$ cat config.mk
export PLATFORM = sky130hd
export DESIGN_NAME = serial_port_control_uart
export DESIGN_NICKNAME = d
export VERILOG_FILES = /design/src/include/uart_pkg.sv /design/src/rtl/serial_port_control_uart.sv
export SDC_FILE = /design/constraint.sdc
export NUM_CORES = 1
export LEC_CHECK = 0
export BUFFER_PORTS_ARGS = -buffer_cell sky130_fd_sc_hd__buf_4
export CAP_MARGIN = 20
export CORE_MARGIN = 4
export CORE_UTILIZATION = 52
export DETAILED_ROUTE_END_ITERATION = 6
export PLACE_DENSITY = 0.77
export SLEW_MARGIN = 20
export SYNTH_ARGS = -nofsm -noshare
export SYNTH_HDL_FRONTEND = slang
export SYNTH_SLANG_ARGS = --single-unit
$ cat constraint.sdc
create_clock -name CORE_CLK -period 3.4 [get_ports CORE_CLK]
set_clock_uncertainty 0.1 [all_clocks]
set_input_delay 0.68 -clock CORE_CLK [delete_from_list [all_inputs] [get_ports CORE_CLK]]
set_output_delay 0.68 -clock CORE_CLK [all_outputs]
set_load 0.03 [all_outputs]
$ cat src/include/uart_pkg.sv
package uart_pkg;

  // Register indices; byte address is four times the index
  localparam logic [9:0] IDX_POWER_CONTROL = 10'h087;
  localparam logic [9:0] IDX_SERIAL_CONTROL = 10'h098;
  localparam logic [9:0] IDX_SERIAL_DATA_BUFFER = 10'h099;
  localparam logic [9:0] IDX_UART_CONFIG = 10'h0A0;

  // Serial control bit positions
  localparam int unsigned SC_MODE_HIGH = 7;
  localparam int unsigned SC_MODE_LOW = 6;
  localparam int unsigned SC_MULTIPROC = 5;
  localparam int unsigned SC_RX_ENABLE = 4;
  localparam int unsigned SC_TX_NINTH = 3;
  localparam int unsigned SC_RX_NINTH = 2;
  localparam int unsigned SC_TX_DONE = 1;
  localparam int unsigned SC_RX_DONE = 0;

  // Power control bit positions
  localparam int unsigned PC_BAUD_DOUBLE = 7;

  // Config bit positions
  localparam int unsigned CF_RX_TIMER2 = 0;
  localparam int unsigned CF_TX_TIMER2 = 1;
  localparam int unsigned CF_SIX_CLOCK = 2;
  localparam int unsigned CF_IRQ_ENABLE = 3;

  // Reset values
  localparam logic [7:0] SERIAL_CONTROL_RESET = 8'h00;
  localparam logic [7:0] POWER_CONTROL_RESET = 8'h00;
  localparam logic [3:0] UART_CONFIG_RESET = 4'h0;

  // Serial modes
  localparam logic [1:0] MODE_SYNC = 2'b00;
  localparam logic [1:0] MODE_ASYNC_10 = 2'b01;
  localparam logic [1:0] MODE_ASYNC_FIXED = 2'b10;

  // Timing counts in core clocks
  localparam logic [3:0] M0_PERIOD_TWELVE = 4'hc;
  localparam logic [3:0] M0_PERIOD_SIX = 4'h6;
  localparam logic [2:0] M2_TICK_TWELVE = 3'h4;
  localparam logic [2:0] M2_TICK_SIX = 3'h2;

  // Frame lengths in bit times; last tick, middle tick and last sample counts
  localparam logic [3:0] FRAME_BITS_10 = 4'ha;
  localparam logic [3:0] FRAME_BITS_11 = 4'hb;
  localparam logic [3:0] TICKS_LAST = 4'hf;
  localparam logic [3:0] TICK_MIDDLE = 4'h7;
  localparam logic [3:0] RX_SAMPLES_LAST = 4'h8;

  // Bus responses
  localparam logic [1:0] RESP_OKAY = 2'b00;
  localparam logic [1:0] RESP_SLVERR = 2'b10;

endpackage : uart_pkg

$ cat src/rtl/serial_port_control_uart.sv
// How it works
// Mode bits pick sync, 10-bit or 11-bit frames
// Mode 0 shifts at oscillator over 12 or 6
// Mode 2 divides by 64/32, halved when doubled
// Modes 1,3 use Timer 1 or Timer 2 overflows
// Baud double affects mode 2 and Timer 1 source
// Mode 0 ignores the multiprocessor check bit
// Mode 1 check drops frames with bad stop
// Modes 2,3 check drops frames with ninth zero
// Receive enable low refuses all reception; a mode 0 receive already under way still completes
// Mode 0 receive starts on enable rising
// Ninth transmit bit sent in modes 2,3 only
// Ninth receive bit takes ninth or stop bit
// Transmit done after last bit shifted out
// Receive done after last sampled frame bit
// Done flags cleared only by software
// Interrupt request when enabled and flag set
// Separate transmit and receive buffer registers
// Writing data buffer starts a transmission
// Serial control resets to all zeros
// Mode 1 frame: start, eight LSB-first, stop
// Mode 0: data on receive pin, clock out
// Separate timer select for receive and transmit
// Load only if done clear and check passes
// Sixteen ticks per bit, sample mid-bit
//
// Decided for this implementation: the AXI4-Lite interface to the registers.
`timescale 1ns/1ps
module serial_port_control_uart (
  // Clock and reset
  input wire logic CORE_CLK,
  input wire logic SRST,
  // AXI4-Lite write channels
  input wire logic [11:0] AWADDR,
  input wire logic AWVALID,
  output logic AWREADY,
  input wire logic [31:0] WDATA,
  input wire logic [3:0] WSTRB,
  input wire logic WVALID,
  output logic WREADY,
  output logic [1:0] BRESP,
  output logic BVALID,
  input wire logic BREADY,
  // AXI4-Lite read channels
  input wire logic [11:0] ARADDR,
  input wire logic ARVALID,
  output logic ARREADY,
  output logic [31:0] RDATA,
  output logic [1:0] RRESP,
  output logic RVALID,
  input wire logic RREADY,
  // Baud sources, one-cycle pulses
  input wire logic TIMER1_OVF,
  input wire logic TIMER2_OVF,
  // Serial pins
  input wire logic RXD_IN,
  output logic RXD_OUT,
  output logic RXD_OE,
  output logic TXD_OUT,
  // Interrupt request
  output logic IRQ
);

  typedef enum logic [1:0] {RX_IDLE, RX_START, RX_DATA} rx_state_e;

  // Register index is mapped
  function automatic logic idx_mapped(input logic [9:0] idx);
    idx_mapped = (idx == uart_pkg::IDX_POWER_CONTROL) || (idx == uart_pkg::IDX_SERIAL_CONTROL) ||
                 (idx == uart_pkg::IDX_SERIAL_DATA_BUFFER) || (idx == uart_pkg::IDX_UART_CONFIG);
  endfunction : idx_mapped

  // Bus state
  logic aw_held_q, w_held_q;
  logic [11:0] aw_addr_q;
  logic [31:0] w_data_q;
  logic [3:0] w_strb_q;

  // Software visible state
  logic [1:0] mode_q;
  logic multiproc_check_bit_q, rx_enable_q, tx_ninth_bit_q, rx_ninth_bit_q;
  logic tx_done_flag_q, rx_done_flag_q;
  logic baud_double_bit_q;
  logic [4:0] power_low_q;
  logic [3:0] cfg_q;
  logic [7:0] rx_buf_q, tx_buf_q;

  // Receive pin synchroniser
  logic rxd_m_q, rxd_s_q, rxd_p_q;

  // Write decode
  logic aw_take, w_take, wr_fire, wr_lane;
  logic wr_power, wr_ctrl, wr_data, wr_cfg;
  logic [9:0] wr_idx, rd_idx;
  logic [7:0] wbyte;
  assign aw_take = AWVALID & AWREADY;
  assign w_take = WVALID & WREADY;
  assign wr_fire = aw_held_q & w_held_q & ~BVALID;
  assign wr_idx = aw_addr_q[11:2];
  assign wr_lane = wr_fire & w_strb_q[0];
  assign wbyte = w_data_q[7:0];
  assign wr_power = wr_lane & (wr_idx == uart_pkg::IDX_POWER_CONTROL);
  assign wr_ctrl = wr_lane & (wr_idx == uart_pkg::IDX_SERIAL_CONTROL);
  assign wr_data = wr_lane & (wr_idx == uart_pkg::IDX_SERIAL_DATA_BUFFER);
  assign wr_cfg = wr_lane & (wr_idx == uart_pkg::IDX_UART_CONFIG);

  // Read mux
  logic ar_take;
  logic [7:0] ctrl_val, power_val, rd_byte;
  assign ar_take = ARVALID & ARREADY;
  assign rd_idx = ARADDR[11:2];
  assign ctrl_val = {mode_q, multiproc_check_bit_q, rx_enable_q, tx_ninth_bit_q, rx_ninth_bit_q,
                     tx_done_flag_q, rx_done_flag_q};
  assign power_val = {baud_double_bit_q, 2'b00, power_low_q};
  assign rd_byte = (rd_idx == uart_pkg::IDX_POWER_CONTROL) ? power_val :
                   (rd_idx == uart_pkg::IDX_SERIAL_CONTROL) ? ctrl_val :
                   (rd_idx == uart_pkg::IDX_SERIAL_DATA_BUFFER) ? rx_buf_q :
                   (rd_idx == uart_pkg::IDX_UART_CONFIG) ? {4'h0, cfg_q} : 8'h00;

  // Write channel handshake
  always_ff @(posedge CORE_CLK) begin
    if (SRST) begin
      AWREADY <= 1'b0;
      WREADY <= 1'b0;
      aw_held_q <= 1'b0;
      w_held_q <= 1'b0;
      aw_addr_q <= 12'h000;
      w_data_q <= 32'h0000_0000;
      w_strb_q <= 4'h0;
      BVALID <= 1'b0;
      BRESP <= uart_pkg::RESP_OKAY;
    end else begin
      if (aw_take) begin
        aw_addr_q <= AWADDR;
      end
      if (w_take) begin
        w_data_q <= WDATA;
        w_strb_q <= WSTRB;
      end
      AWREADY <= ~aw_take & ~aw_held_q & ~BVALID & ~wr_fire;
      WREADY <= ~w_take & ~w_held_q & ~BVALID & ~wr_fire;
      aw_held_q <= (aw_held_q | aw_take) & ~wr_fire;
      w_held_q <= (w_held_q | w_take) & ~wr_fire;
      if (wr_fire) begin
        BVALID <= 1'b1;
        BRESP <= idx_mapped(wr_idx) ? uart_pkg::RESP_OKAY : uart_pkg::RESP_SLVERR;
      end else if (BREADY) begin
        BVALID <= 1'b0;
      end
    end
  end

  // Read channel; answer one cycle after the address is taken
  always_ff @(posedge CORE_CLK) begin
    if (SRST) begin
      ARREADY <= 1'b0;
      RVALID <= 1'b0;
      RDATA <= 32'h0000_0000;
      RRESP <= uart_pkg::RESP_OKAY;
    end else begin
      ARREADY <= ~ar_take & ~RVALID;
      if (ar_take) begin
        RVALID <= 1'b1;
        RDATA <= {24'h00_0000, rd_byte};
        RRESP <= idx_mapped(rd_idx) ? uart_pkg::RESP_OKAY : uart_pkg::RESP_SLVERR;
      end else if (RREADY) begin
        RVALID <= 1'b0;
      end
    end
  end

  // Mode and config decode
  logic mode0, mode1, six_clk, baud_dbl;
  assign mode0 = (mode_q == uart_pkg::MODE_SYNC);
  assign mode1 = (mode_q == uart_pkg::MODE_ASYNC_10);
  assign six_clk = cfg_q[uart_pkg::CF_SIX_CLOCK];
  assign baud_dbl = baud_double_bit_q;

  // Baud ticks, sixteen per bit time
  logic [2:0] m2_cnt_q, m2_period;
  logic t1_half_q, m2_tick, t1_tick, rx_tick, tx_tick;
  assign m2_period = (six_clk ? uart_pkg::M2_TICK_SIX : uart_pkg::M2_TICK_TWELVE) >> baud_dbl;
  assign m2_tick = (m2_cnt_q == m2_period - 3'd1);
  assign t1_tick = TIMER1_OVF & (baud_dbl | t1_half_q);
  // Timer 2 path ignores doubling
  assign rx_tick = (mode_q == uart_pkg::MODE_ASYNC_FIXED) ? m2_tick :
                   (cfg_q[uart_pkg::CF_RX_TIMER2] ? TIMER2_OVF : t1_tick);
  assign tx_tick = (mode_q == uart_pkg::MODE_ASYNC_FIXED) ? m2_tick :
                   (cfg_q[uart_pkg::CF_TX_TIMER2] ? TIMER2_OVF : t1_tick);

  always_ff @(posedge CORE_CLK) begin
    if (SRST) begin
      m2_cnt_q <= 3'h0;
      t1_half_q <= 1'b0;
    end else begin
      m2_cnt_q <= m2_tick ? 3'h0 : m2_cnt_q + 3'd1;
      if (TIMER1_OVF) begin
        t1_half_q <= ~t1_half_q;
      end
    end
  end

  // Two flops before the pin is read
  always_ff @(posedge CORE_CLK) begin
    if (SRST) begin
      rxd_m_q <= 1'b1;
      rxd_s_q <= 1'b1;
      rxd_p_q <= 1'b1;
    end else begin
      rxd_m_q <= RXD_IN;
      rxd_s_q <= rxd_m_q;
      rxd_p_q <= rxd_s_q;
    end
  end

  // Mode 0 shift engine; clock low in first half of each bit
  logic m0_busy_q, m0_rx_q, ren_prev_q;
  logic [2:0] m0_bit_q;
  logic [3:0] m0_div_q, m0_period, m0_half;
  logic [7:0] m0_data_q;
  logic m0_sample, m0_bit_end, m0_done, m0_rx_start;
  assign m0_period = six_clk ? uart_pkg::M0_PERIOD_SIX : uart_pkg::M0_PERIOD_TWELVE;
  assign m0_half = m0_period >> 1;
  assign m0_sample = m0_busy_q & (m0_div_q == m0_half - 4'd1);
  assign m0_bit_end = m0_busy_q & (m0_div_q == m0_period - 4'd1);
  assign m0_done = m0_bit_end & (m0_bit_q == 3'd7);
  // Needs a fresh rising edge of enable with done clear
  assign m0_rx_start = mode0 & rx_enable_q & ~ren_prev_q & ~rx_done_flag_q & ~m0_busy_q;

  always_ff @(posedge CORE_CLK) begin
    if (SRST) begin
      m0_busy_q <= 1'b0;
      m0_rx_q <= 1'b0;
      m0_bit_q <= 3'h0;
      m0_div_q <= 4'h0;
      m0_data_q <= 8'h00;
      ren_prev_q <= 1'b0;
    end else begin
      ren_prev_q <= rx_enable_q;
      if (wr_data & mode0) begin
        m0_busy_q <= 1'b1;
        m0_rx_q <= 1'b0;
        m0_bit_q <= 3'h0;
        m0_div_q <= 4'h0;
        m0_data_q <= wbyte;
      end else if (m0_rx_start) begin
        m0_busy_q <= 1'b1;
        m0_rx_q <= 1'b1;
        m0_bit_q <= 3'h0;
        m0_div_q <= 4'h0;
      end else if (m0_busy_q) begin
        m0_div_q <= m0_bit_end ? 4'h0 : m0_div_q + 4'd1;
        if (m0_sample & m0_rx_q) begin
          m0_data_q <= {rxd_s_q, m0_data_q[7:1]};
        end
        if (m0_bit_end) begin
          m0_bit_q <= m0_bit_q + 3'd1;
          if (~m0_rx_q) begin
            m0_data_q <= {1'b1, m0_data_q[7:1]};
          end
          if (m0_done | ~mode0) begin
            m0_busy_q <= 1'b0;
          end
        end
      end
    end
  end

  // Asynchronous transmitter
  logic tx_busy_q;
  logic [10:0] tx_shift_q;
  logic [3:0] tx_left_q, tx_sub_q;
  logic tx_bit_end, tx_async_done;
  assign tx_bit_end = tx_busy_q & tx_tick & (tx_sub_q == uart_pkg::TICKS_LAST);
  assign tx_async_done = tx_bit_end & (tx_left_q == 4'd1);

  always_ff @(posedge CORE_CLK) begin
    if (SRST) begin
      tx_busy_q <= 1'b0;
      tx_shift_q <= 11'h7ff;
      tx_left_q <= 4'h0;
      tx_sub_q <= 4'h0;
    end else if (wr_data & ~mode0) begin
      tx_busy_q <= 1'b1;
      tx_sub_q <= 4'h0;
      // Start 0, data LSB first, ninth bit in modes 2,3 only, stop 1
      tx_shift_q <= mode1 ? {2'b11, wbyte, 1'b0} : {1'b1, tx_ninth_bit_q, wbyte, 1'b0};
      tx_left_q <= mode1 ? uart_pkg::FRAME_BITS_10 : uart_pkg::FRAME_BITS_11;
    end else if (tx_busy_q) begin
      if (tx_tick) begin
        tx_sub_q <= tx_sub_q + 4'd1;
      end
      if (tx_bit_end) begin
        tx_shift_q <= {1'b1, tx_shift_q[10:1]};
        tx_left_q <= tx_left_q - 4'd1;
        tx_busy_q <= ~tx_async_done;
      end
      if (mode0) begin
        tx_busy_q <= 1'b0;
      end
    end
  end

  // Asynchronous receiver
  rx_state_e rx_state_q;
  logic [3:0] rx_sub_q, rx_cnt_q;
  logic [7:0] rx_sr_q;
  logic rx_fall, rx_mid, rx_last, rx_accept, rx_async_set;
  assign rx_fall = rxd_p_q & ~rxd_s_q;
  assign rx_mid = rx_tick & (rx_sub_q == uart_pkg::TICK_MIDDLE);
  assign rx_last = (rx_state_q == RX_DATA) & rx_mid & (rx_cnt_q == uart_pkg::RX_SAMPLES_LAST);
  // Last sample is the stop bit in mode 1, the ninth bit otherwise
  assign rx_accept = ~rx_done_flag_q & (~multiproc_check_bit_q | rxd_s_q);
  assign rx_async_set = rx_last & rx_accept;

  always_ff @(posedge CORE_CLK) begin
    if (SRST) begin
      rx_state_q <= RX_IDLE;
      rx_sub_q <= 4'h0;
      rx_cnt_q <= 4'h0;
      rx_sr_q <= 8'h00;
    end else if (~rx_enable_q | mode0) begin
      rx_state_q <= RX_IDLE;
    end else begin
      if (rx_tick) begin
        rx_sub_q <= rx_sub_q + 4'd1;
      end
      unique case (rx_state_q)
        RX_IDLE: begin
          if (rx_fall) begin
            rx_state_q <= RX_START;
            rx_sub_q <= 4'h0;
          end
        end
        RX_START: begin
          // A glitch shorter than half a bit is not a start
          if (rx_mid) begin
            rx_state_q <= rxd_s_q ? RX_IDLE : RX_DATA;
            rx_cnt_q <= 4'h0;
          end
        end
        RX_DATA: begin
          if (rx_mid) begin
            rx_cnt_q <= rx_cnt_q + 4'd1;
            if (rx_cnt_q != uart_pkg::RX_SAMPLES_LAST) begin
              rx_sr_q <= {rxd_s_q, rx_sr_q[7:1]};
            end else begin
              rx_state_q <= RX_IDLE;
            end
          end
        end
      endcase
    end
  end

  // Hardware flag sets; a set in the clearing cycle wins
  logic tx_flag_set, rx_flag_set;
  assign tx_flag_set = (m0_done & ~m0_rx_q) | tx_async_done;
  assign rx_flag_set = (m0_done & m0_rx_q) | rx_async_set;

  // Software registers and buffers
  always_ff @(posedge CORE_CLK) begin
    if (SRST) begin
      {mode_q, multiproc_check_bit_q, rx_enable_q, tx_ninth_bit_q, rx_ninth_bit_q,
       tx_done_flag_q, rx_done_flag_q} <= uart_pkg::SERIAL_CONTROL_RESET;
      {baud_double_bit_q, power_low_q} <= {uart_pkg::POWER_CONTROL_RESET[7],
                                            uart_pkg::POWER_CONTROL_RESET[4:0]};
      cfg_q <= uart_pkg::UART_CONFIG_RESET;
      rx_buf_q <= 8'h00;
      tx_buf_q <= 8'h00;
    end else begin
      if (wr_ctrl) begin
        mode_q <= {wbyte[uart_pkg::SC_MODE_HIGH], wbyte[uart_pkg::SC_MODE_LOW]};
        multiproc_check_bit_q <= wbyte[uart_pkg::SC_MULTIPROC];
        rx_enable_q <= wbyte[uart_pkg::SC_RX_ENABLE];
        tx_ninth_bit_q <= wbyte[uart_pkg::SC_TX_NINTH];
      end
      if (rx_async_set) begin
        rx_ninth_bit_q <= rxd_s_q;
      end else if (wr_ctrl) begin
        rx_ninth_bit_q <= wbyte[uart_pkg::SC_RX_NINTH];
      end
      // Only software clears the done flags
      tx_done_flag_q <= tx_flag_set | (wr_ctrl ? wbyte[uart_pkg::SC_TX_DONE] : tx_done_flag_q);
      rx_done_flag_q <= rx_flag_set | (wr_ctrl ? wbyte[uart_pkg::SC_RX_DONE] : rx_done_flag_q);
      if (wr_power) begin
        baud_double_bit_q <= wbyte[uart_pkg::PC_BAUD_DOUBLE];
        power_low_q <= wbyte[4:0];
      end
      if (wr_cfg) begin
        cfg_q <= wbyte[3:0];
      end
      if (wr_data) begin
        tx_buf_q <= wbyte;
      end
      if (m0_done & m0_rx_q) begin
        rx_buf_q <= m0_data_q;
      end else if (rx_async_set) begin
        rx_buf_q <= rx_sr_q;
      end
    end
  end

  // Pin and interrupt outputs, all registered
  always_ff @(posedge CORE_CLK) begin
    if (SRST) begin
      TXD_OUT <= 1'b1;
      RXD_OUT <= 1'b1;
      RXD_OE <= 1'b0;
      IRQ <= 1'b0;
    end else begin
      TXD_OUT <= mode0 ? ~(m0_busy_q & (m0_div_q < m0_half)) : (~tx_busy_q | tx_shift_q[0]);
      RXD_OUT <= m0_data_q[0];
      RXD_OE <= mode0 & m0_busy_q & ~m0_rx_q;
      IRQ <= cfg_q[uart_pkg::CF_IRQ_ENABLE] & (tx_done_flag_q | rx_done_flag_q);
    end
  end

endmodule : serial_port_control_uart

==> results of run 1 <==
==> per-stage QoR <==
step	setup WS, ns	utilization [%]	hold slack, ns
2_1_floorplan	1.12	-	0.289
3_3_place_gp	0.848	56.9	0.292
3_5_place_dp	0.721	56.9	0.301
4_1_cts	0.722	62.0	0.314
5_1_grt	0.507	62.0	0.322
6_report	0.682	62.0	0.310
==> cell families after synthesis <==
kind of cell             count (synthesis)  synth area share [%]
multiplexers                            49                  7.86
other                                    1                0.0598
XOR/XNOR                                 9                  1.26
buffers and inverters                   86                  7.34
flip-flops                             128                  40.9
adder cells (fa/ha/maj)                 15                  2.99
AND/OR/NAND/NOR                        290                  24.4
AO/OA/AOI/OAI                          135                  15.2
==> Yosys cell counts (4+ instances only) <==
cell      number
a211oi_1      17
a21oi_1       43
a311oi_1      13
a31oi_1        7
and2_1         4
and3_1         7
buf_1          9
buf_2          4
buf_4         31
clkbuf_1      22
dfxtp_1      128
ha_1          15
inv_1         17
mux2i_1       47
nand2_1       80
nand2b_1       4
nand3_1       26
nand4_1       11
nand4b_1       4
nor2_1        59
nor2b_1        9
nor3_1        35
nor3b_1        5
nor4_1         4
o21ai_0       16
o31ai_1        9
or2_2          6
or4_1          6
xnor2_1        5
xor2_1         4
==> per-layer routing <==
metal  vias to the layer above  share of wire [%]  track usage, %
met3                        25                6.4            4.66
met5                         -                  0               0
met2                       189                 49            36.4
li1                       2604                  -               -
met1                      2573                 43            27.8
met4                         0                1.8            8.72
==> critical path: stages (launching register included) <==
cell and delay [ns]:
dfxtp_1 0.48, and4bb_2 0.41, a311oi_4 0.07, o21ai_1 0.85, nand2_1 0.26, a2111oi_1 0.42
==> area by class of cell <==
| type | count | area [um2] | share of cell area [%] |
|---|---|---|---|
| clock inverters | 11 | 139 | 1.93 |
| flip-flops and latches | 128 | 2560 | 35.6 |
| repair buffers | 61 | 458 | 6.36 |
| multi-input cells | 524 | 3340 | 46.4 |
| well taps | 143 | 179 | 2.48 |
| clock buffers | 20 | 457 | 6.34 |
| inverters | 17 | 63.8 | 0.886 |
==> worst min path at each step <==
stage               to  slack (ns)
2_1_floorplan  rxd_s_q        0.29
3_3_place_gp   rxd_s_q        0.29
3_5_place_dp   rxd_s_q        0.30
4_1_cts        rxd_s_q        0.31
5_1_grt        rxd_s_q        0.32
6_report       rxd_s_q        0.31
==> where the power goes <==
part	internal [mW]	switching (mW)
combinational	0.0750	0.140
clock	1.18	0.666
sequential	1.53	0.0337
total	2.78	0.839
==> flip-flops by register name, summed over array words and instances (netlist names), 5 cells and up <==
| signal | count |
|---|---|
| RDATA | 8 |
| tx_shift_q | 10 |
| power_low_q | 5 |
| m0_data_q | 8 |
| w_data_q | 8 |
| rx_buf_q | 8 |
| rx_sr_q | 8 |
| aw_addr_q | 10 |
==> impl_metrics.toml, run 1 <==
[run_status]
status = "finished clean"

[critical_path]
ff2ff_path_depth = 5
critPathLaunch = "cfg_q[2]"
endpoint = "tx_left_q[3]"
worstPathMaxFanout = 14
startpoint_type = "flip-flop"
path_class = "flip-flop to flip-flop"
crit_required_ns = 3.60
cp_data_arrival_time_ns = 2.91
worstReg2RegStart = "cfg_q[2]"
reg2reg_to = "tx_left_q[3]"
cp-end-kind = "flip-flop"
rrSetupSlack_ns = 0.68

[logic_synthesis]
netlist_area_mm2 = 0.00627
synth_cells = 713
synthTopCellsByArea = "dfxtp_1, mux2i_1, nand2_1, buf_4, nor2_1"
yosysTopAreaCell = "dfxtp_1"
syn_avg_cell_area_um2 = 8.80
ys_types = 75
synth.ff_latch_count = 128
yosysWarnings = 0
ys_seq_area_share_pct = 40.9
synthArstFlopShare_pct = 0
synth_top_area_share_pct = 40.9
synth-main-ff-cell = "dfxtp_1"
synth-edff-count = 0

[cts]
cts-buffers-inserted = 17
htreeDepth = 4
clk_latency_ns = 0.42
post-cts-setup-buffer-count = 0
cts_tree = "yes"
post_cts_resized = 0
cts_max_path_buffers = 2
cts_root_buf = "clkbuf_16"
clock_sinks = 128
clk_pin_slew_ns = 0.05
cts.hold.buffers_added = 0

[finish]
final_cell_count_no_fill = 904
final_cell_mix = "dfxtp_1, nand2_1, buf_4, nor2_1, mux2i_1"
area_growth_pct = 14.8
nets = 834
drive_gt1_share_pct = 15.1
diodes = 0
n_fill_cell = 934
design_area_mm2 = 0.00720
final_common_cell = "dfxtp_1"

[power_and_ir_drop]
pwr_density_cell_mw_per_mm2 = 503
peakVddDrop_uv = 471
power_mw = 3.62
power_leakage_nw = 2.82

[timing]
worstMarginPinSlew_ns = 1.03
setup_violations = 0
slew-limit-headroom_pct = 31.2
rsz0062_at_grt = "no"
tns_ns = 0
post-route-period-util_pct = 79.9
max_freq_ghz = 0.368
fin_crit_ns = 2.72
hold_violations = 0
slew_violations = 0

[grt]
grt_pass1_wl_um = 25300
grt_pass1_vias = 5293
overflow = 0
grt_usage_pct = 21.9
antenna_found_initial = 0
grt_max_degree = 52

[placed_design]
io_buffer_count = 57
place_congestion = 0.860
dp_hpwl_um = 10500
placed_cells = 873
dpl-instance-area_mm2 = 0.00661

[floorplanning]
io_pins = 115
std_cell_rows = 39
start_util_pct = 54.0
core_area_mm2 = 0.0116
die_area_mm2 = 0.0139
dieWidth_um = 118
die_h_um = 118

[detailed_routing]
vias = 5391
drtPass1Iterations = 5
drtIter0Drc = 434
wl_per_cell_um = 16.9
drc = 0
vias_per_cell = 5.96
antenna_left = 0
routed_wl_um = 15200

[hold_path]
hold_depth = 1
hold_class = "flip-flop to flip-flop"
hold_start = "rxd_m_q"

[flow_run]
drv_cap = 0
(Power assumes the default switching activity.)
==> inputs of run 2 (changes only) <==
--- a/config.mk
+++ b/config.mk
@@ -8,9 +8,9 @@
 export BUFFER_PORTS_ARGS = -buffer_cell sky130_fd_sc_hd__buf_4
 export CAP_MARGIN = 20
 export CORE_MARGIN = 4
-export CORE_UTILIZATION = 52
+export CORE_UTILIZATION = 50
 export DETAILED_ROUTE_END_ITERATION = 6
-export PLACE_DENSITY = 0.77
+export PLACE_DENSITY = 0.78
 export SLEW_MARGIN = 20
 export SYNTH_ARGS = -nofsm -noshare
 export SYNTH_HDL_FRONTEND = slang
==> constraint.sdc (replaced) <==
create_clock -name CORE_CLK -period 2.5 [get_ports CORE_CLK]
set_clock_uncertainty 0.1 [all_clocks]
set_input_delay 0.5 -clock CORE_CLK [delete_from_list [all_inputs] [get_ports CORE_CLK]]
set_output_delay 0.5 -clock CORE_CLK [all_outputs]
set_load 0.03 [all_outputs]
==> impl_metrics.toml, run 2 (same netlist as run 1, synthesis figures left out) <==
[run_status]
status = "finished clean"

[detailed_routing]
met3WireLength_um = 1160
routed_wl_um = 15900
drtIter0Drc = 526
antenna_left = 0
vias_per_cell = 5.84
wl_per_cell_um = 16.9
drc = 0
wl_met2_um = 8020
vias = 5507
top_layer_used = "met4"
met1_length_um = 6470
drtPass1Iterations = 6

[timing]
max_freq_ghz = 0.439
slew_violations = 0
fin_crit_ns = 2.28
setup_violations = 0
holdWs_ns = 0.171
tns_ns = 0
hold_violations = 0
worstMarginPinSlew_ns = 0.616
slew-limit-headroom_pct = 58.6
post-route-period-util_pct = 91.1
rsz0062_at_grt = "no"

[power_and_ir_drop]
intPower_mw = 3.95
pwr-share-seq_pct = 41.5
pwr-share-comb_pct = 5.9
sw_frac_of_total_pct = 22.8
p_sw_mw = 1.17
peakVddDrop_uv = 436
clkPwrFrac_pct = 52.6
pwr_density_cell_mw_per_mm2 = 692
power_leakage_nw = 2.90

[placed_design]
dpl-instance-area_mm2 = 0.00676
io_buffer_count = 57
dp_hpwl_um = 10900
place_congestion = 0.851

[grt]
grt_max_degree = 94
grt_pass1_vias = 5231
grt_pass1_wl_um = 25900
antenna_found_initial = 0
overflow = 0
grt_usage_pct = 22.1

[critical_path]
cp_data_arrival_time_ns = 2.46
crit_required_ns = 2.68
worstPathMaxFanout = 11
startpoint_type = "flip-flop"
path_class = "flip-flop to flip-flop"
cp-end-kind = "flip-flop"

[floorplanning]
core_area_mm2 = 0.0122
std_cell_rows = 40
start_util_pct = 51.6
die_area_mm2 = 0.0144
io_pins = 115
dieWidth_um = 120
die_h_um = 120

[finish]
diodes = 0
drive_gt1_share_pct = 16.8
nets = 848
design_area_mm2 = 0.00740
final_cell_mix = "dfxtp_1, nand2_1, buf_4, nor2_1, mux2i_1"
largestRegisters = "aw_addr_q (10), tx_shift_q (10)"
area_growth_pct = 17.9
final_common_cell = "dfxtp_1"

[cts]
cts_max_path_buffers = 2
clk_latency_ns = 0.41
post-cts-setup-buffer-count = 0
clk_pin_slew_ns = 0.06
htreeDepth = 4
cts_root_buf = "clkbuf_16"
cts_tree = "yes"
clock_sinks = 128
cts-buffers-inserted = 17

[hold_path]
hold_class = "input port to flip-flop"

[flow_run]
drv_cap = 0
==> run 2: cell types whose count changed in the layout (fill, tap and decap cells not counted), sizes merged <==
cell / previous run / this run
buf: 61 / 75
bufinv: 3 / 5
clkbuf: 20 / 18
clkinv: 6 / 2
clkinvlp: 2 / 4
inv: 17 / 19
==> run 2: worst paths after layout <==
path	start	to	slack (ns)	cells past startpoint
max reg2reg	aw_addr_q[8]	cfg_q[2]	0.22	6
min reg2reg	rxd_m_q	rxd_s_q	0.31	1
max	aw_addr_q[8]	cfg_q[2]	0.22	6
min	RXD_IN	rxd_m_q	0.17	2
==> run 2: power groups by stage <==
stage               registers [mW]  logic [mW]  clock network (mW)
global route                  2.13       0.325                2.80
detailed placement            2.17       0.299                   0
CTS                           2.12       0.300                2.71
finish                        2.12       0.302                2.69
floorplan                     2.17       0.214                   0
global placement              2.16       0.291                   0
==> run 2: critical path, cell delays in order, from the launching register on <==
cell and delay [ns]:
dfxtp_1 0.32, nor4b_2 0.41, nand3_1 0.15, buf_4 0.21
or4_1 0.63, mux2i_1 0.25, nor2_1 0.07
==> run 2: cell type report <==
class / count / area (um2)
Clock buffer: 18 / 429
Fill cell: 1013 / 4760
Tap cell: 168 / 210
Inverter: 17 / 63.8
Multi-Input combinational cell: 524 / 3340
Clock inverter: 13 / 211
Sequential cell: 128 / 2560
Timing Repair Buffer: 75 / 576
==> run 2: per-stage QoR <==
step | worst slack, ns | instances | util (%) | power, mW
after CTS | 0.106 | 943 | 60.8 | 5.13
after detailed placement | 0.124 | 912 | 55.5 | 2.47
after global placement | 0.207 | 912 | 55.5 | 2.45
final | 0.222 | 943 | 60.8 | 5.12
after floorplan | 0.400 | 738 | - | 2.39
after global routing | 0.0133 | 943 | 60.8 | 5.25
==> run 2: repair_timing <==
action	4_1_cts	5_1_grt
hold buffers	0	0
setup endpoints to repair	0	10
gates resized for setup	0	1
==> run 2: routing by layer <==
layer	GRT usage, %	up-vias
met2	37.4	223
met3	4.05	28
met1	28.1	2639
li1	-	2617
met4	7.87	0
met5	0	-
==> inputs of run 3 (changes only) <==
--- a/config.mk
+++ b/config.mk
@@ -5,12 +5,13 @@
 export SDC_FILE = /design/constraint.sdc
 export NUM_CORES = 1
 export LEC_CHECK = 0
-export BUFFER_PORTS_ARGS = -buffer_cell sky130_fd_sc_hd__buf_4
 export CAP_MARGIN = 20
 export CORE_MARGIN = 4
-export CORE_UTILIZATION = 50
+export CORE_UTILIZATION = 52
 export DETAILED_ROUTE_END_ITERATION = 6
-export PLACE_DENSITY = 0.78
+export DONT_BUFFER_PORTS = 1
+export GPL_TIMING_DRIVEN = 0
+export PLACE_DENSITY = 0.72
 export SLEW_MARGIN = 20
 export SYNTH_ARGS = -nofsm -noshare
 export SYNTH_HDL_FRONTEND = slang
==> impl_metrics.toml, run 3 (same netlist as run 1, synthesis figures left out) <==
[run_status]
status = "finished clean"

[grt]
grt_usage_pct = 23.6
grt_max_degree = 17
grt_pass1_wl_um = 26600
overflow = 0
antenna_found_initial = 0
grt_pass1_vias = 5166

[cts]
clk_pin_slew_ns = 0.06
clk_latency_ns = 0.42
cts-buffers-inserted = 17
cts_max_path_buffers = 2
htreeDepth = 4
clock_sinks = 128
cts_tree = "yes"
cts_root_buf = "clkbuf_16"

[floorplanning]
start_util_pct = 54.0
dieWidth_um = 118
core_area_mm2 = 0.0116
die_h_um = 118
io_pins = 115
std_cell_rows = 39
die_area_mm2 = 0.0139

[detailed_routing]
drtPass1Iterations = 5
antenna_left = 0
routed_wl_um = 16600
vias_per_cell = 6.00
vias = 5481
wl_per_cell_um = 18.1
drtIter0Drc = 568
drc = 0

[critical_path]
crit_required_ns = 2.71
crit_slowest_cell = "dfxtp_1"
path_class = "flip-flop to flip-flop"
cp_data_arrival_time_ns = 2.62
path_cells = "xor2_1, a311oi_4, o21ai_0, buf_2, nand3_1, a32o_1"
worstPathMaxFanout = 10
cp-end-kind = "flip-flop"
cp_slowest_stage_delay_ns = 0.50
startpoint_type = "flip-flop"

[finish]
diodes = 0
area_growth_pct = 14.6
largestRegisters = "aw_addr_q (10), tx_shift_q (10)"
final_cell_mix = "dfxtp_1, nand2_1, nor2_1, mux2i_1, a21oi_1"
nets = 842
drive_gt1_share_pct = 12.3
final_common_cell = "dfxtp_1"

[placed_design]
place_ws_ns = 0.0293
place_congestion = 0.893
io_buffer_count = 0
dp_hpwl_um = 11800

[timing]
max_freq_ghz = 0.415
fin_crit_ns = 2.41
worstMarginPinSlew_ns = 0.861
hold_violations = 0
timing.final.ws_setup_ns = 0.0889
slew_violations = 0
tns_ns = 0
setup_violations = 0
post-route-period-util_pct = 96.4
slew-limit-headroom_pct = 41.8
rsz0062_at_grt = "no"

[power_and_ir_drop]
peakVddDrop_uv = 556
pwr_density_cell_mw_per_mm2 = 701
power_leakage_nw = 2.79

[hold_path]
hold_class = "input port to flip-flop"

[flow_run]
drv_cap = 0
==> run 3: changes by cell type in the layout (fill, tap and decap cells not counted), sizes merged <==
cell / previous run / this run
clkinvlp: 4 / 1
bufinv: 5 / 4
inv: 19 / 17
buf: 75 / 45
clkbuf: 18 / 45
clkinv: 2 / 6
==> run 3: cell type report <==
class / count / area (um2)
Buffer: 69 / 399
Clock buffer: 21 / 460
Clock inverter: 11 / 161
Fill cell: 992 / 4430
Inverter: 17 / 63.8
Multi-Input combinational cell: 524 / 3360
Sequential cell: 128 / 2560
Tap cell: 143 / 179
==> run 3: report_power, final <==
part / switching [mW] / internal (mW)
logic: 0.180 / 0.0842
registers: 0.0651 / 2.08
clock network: 0.916 / 1.71
==> run 3: through the flow <==
step / hold slack (ns) / area, um2 / std cells / total power [mW] / util (%)
2_1_floorplan: 0.289 / 6370 / 738 / 2.39 / -
5_1_grt: 0.0888 / 7190 / 913 / 5.16 / 61.9
3_5_place_dp: 0.297 / 6550 / 881 / 2.45 / 56.4
3_3_place_gp: 0.296 / 6550 / 881 / 2.44 / 56.4
4_1_cts: 0.0761 / 7170 / 913 / 5.04 / 61.7
6_report: 0.0832 / 7190 / 913 / 5.04 / 61.9
==> run 3: metal layers <==
layer  routed length [um]  share of wire, %  GRT usage, %
met2                 7840                47          37.4
met1                 7120                43          32.1
met4                  248               1.5          6.89
met3                 1360               8.2          5.48
met5                    0                 0             0
==> run 3: final timing paths <==
kind | from | to | slack, ns | cells past startpoint
worst max register to register | baud_dbl | tx_busy_q | 0.09 | 6
worst min-delay path | RXD_IN | rxd_m_q | 0.08 | 1
worst min register to register | rxd_m_q | rxd_s_q | 0.31 | 1
worst max-delay path | baud_dbl | tx_busy_q | 0.09 | 6
==> run 3: what timing repair did <==
| item | 4_1_cts | 5_1_grt |
|---|---|---|
| resized for setup | 0 | 6 |
| hold buffers | 0 | 0 |
| endpoints found under the setup margin | 0 | 29 |
| buffers inserted | 0 | 0 |
==> run 3: worst max-delay path: cells and delay by family, from the launching register on <==
kind | cells | cell delay [ns]
compound gates | 3 | 0.92
flops | 1 | 0.50
buf+inv | 1 | 0.33
xor+xnor | 1 | 0.28
simple gates | 1 | 0.18
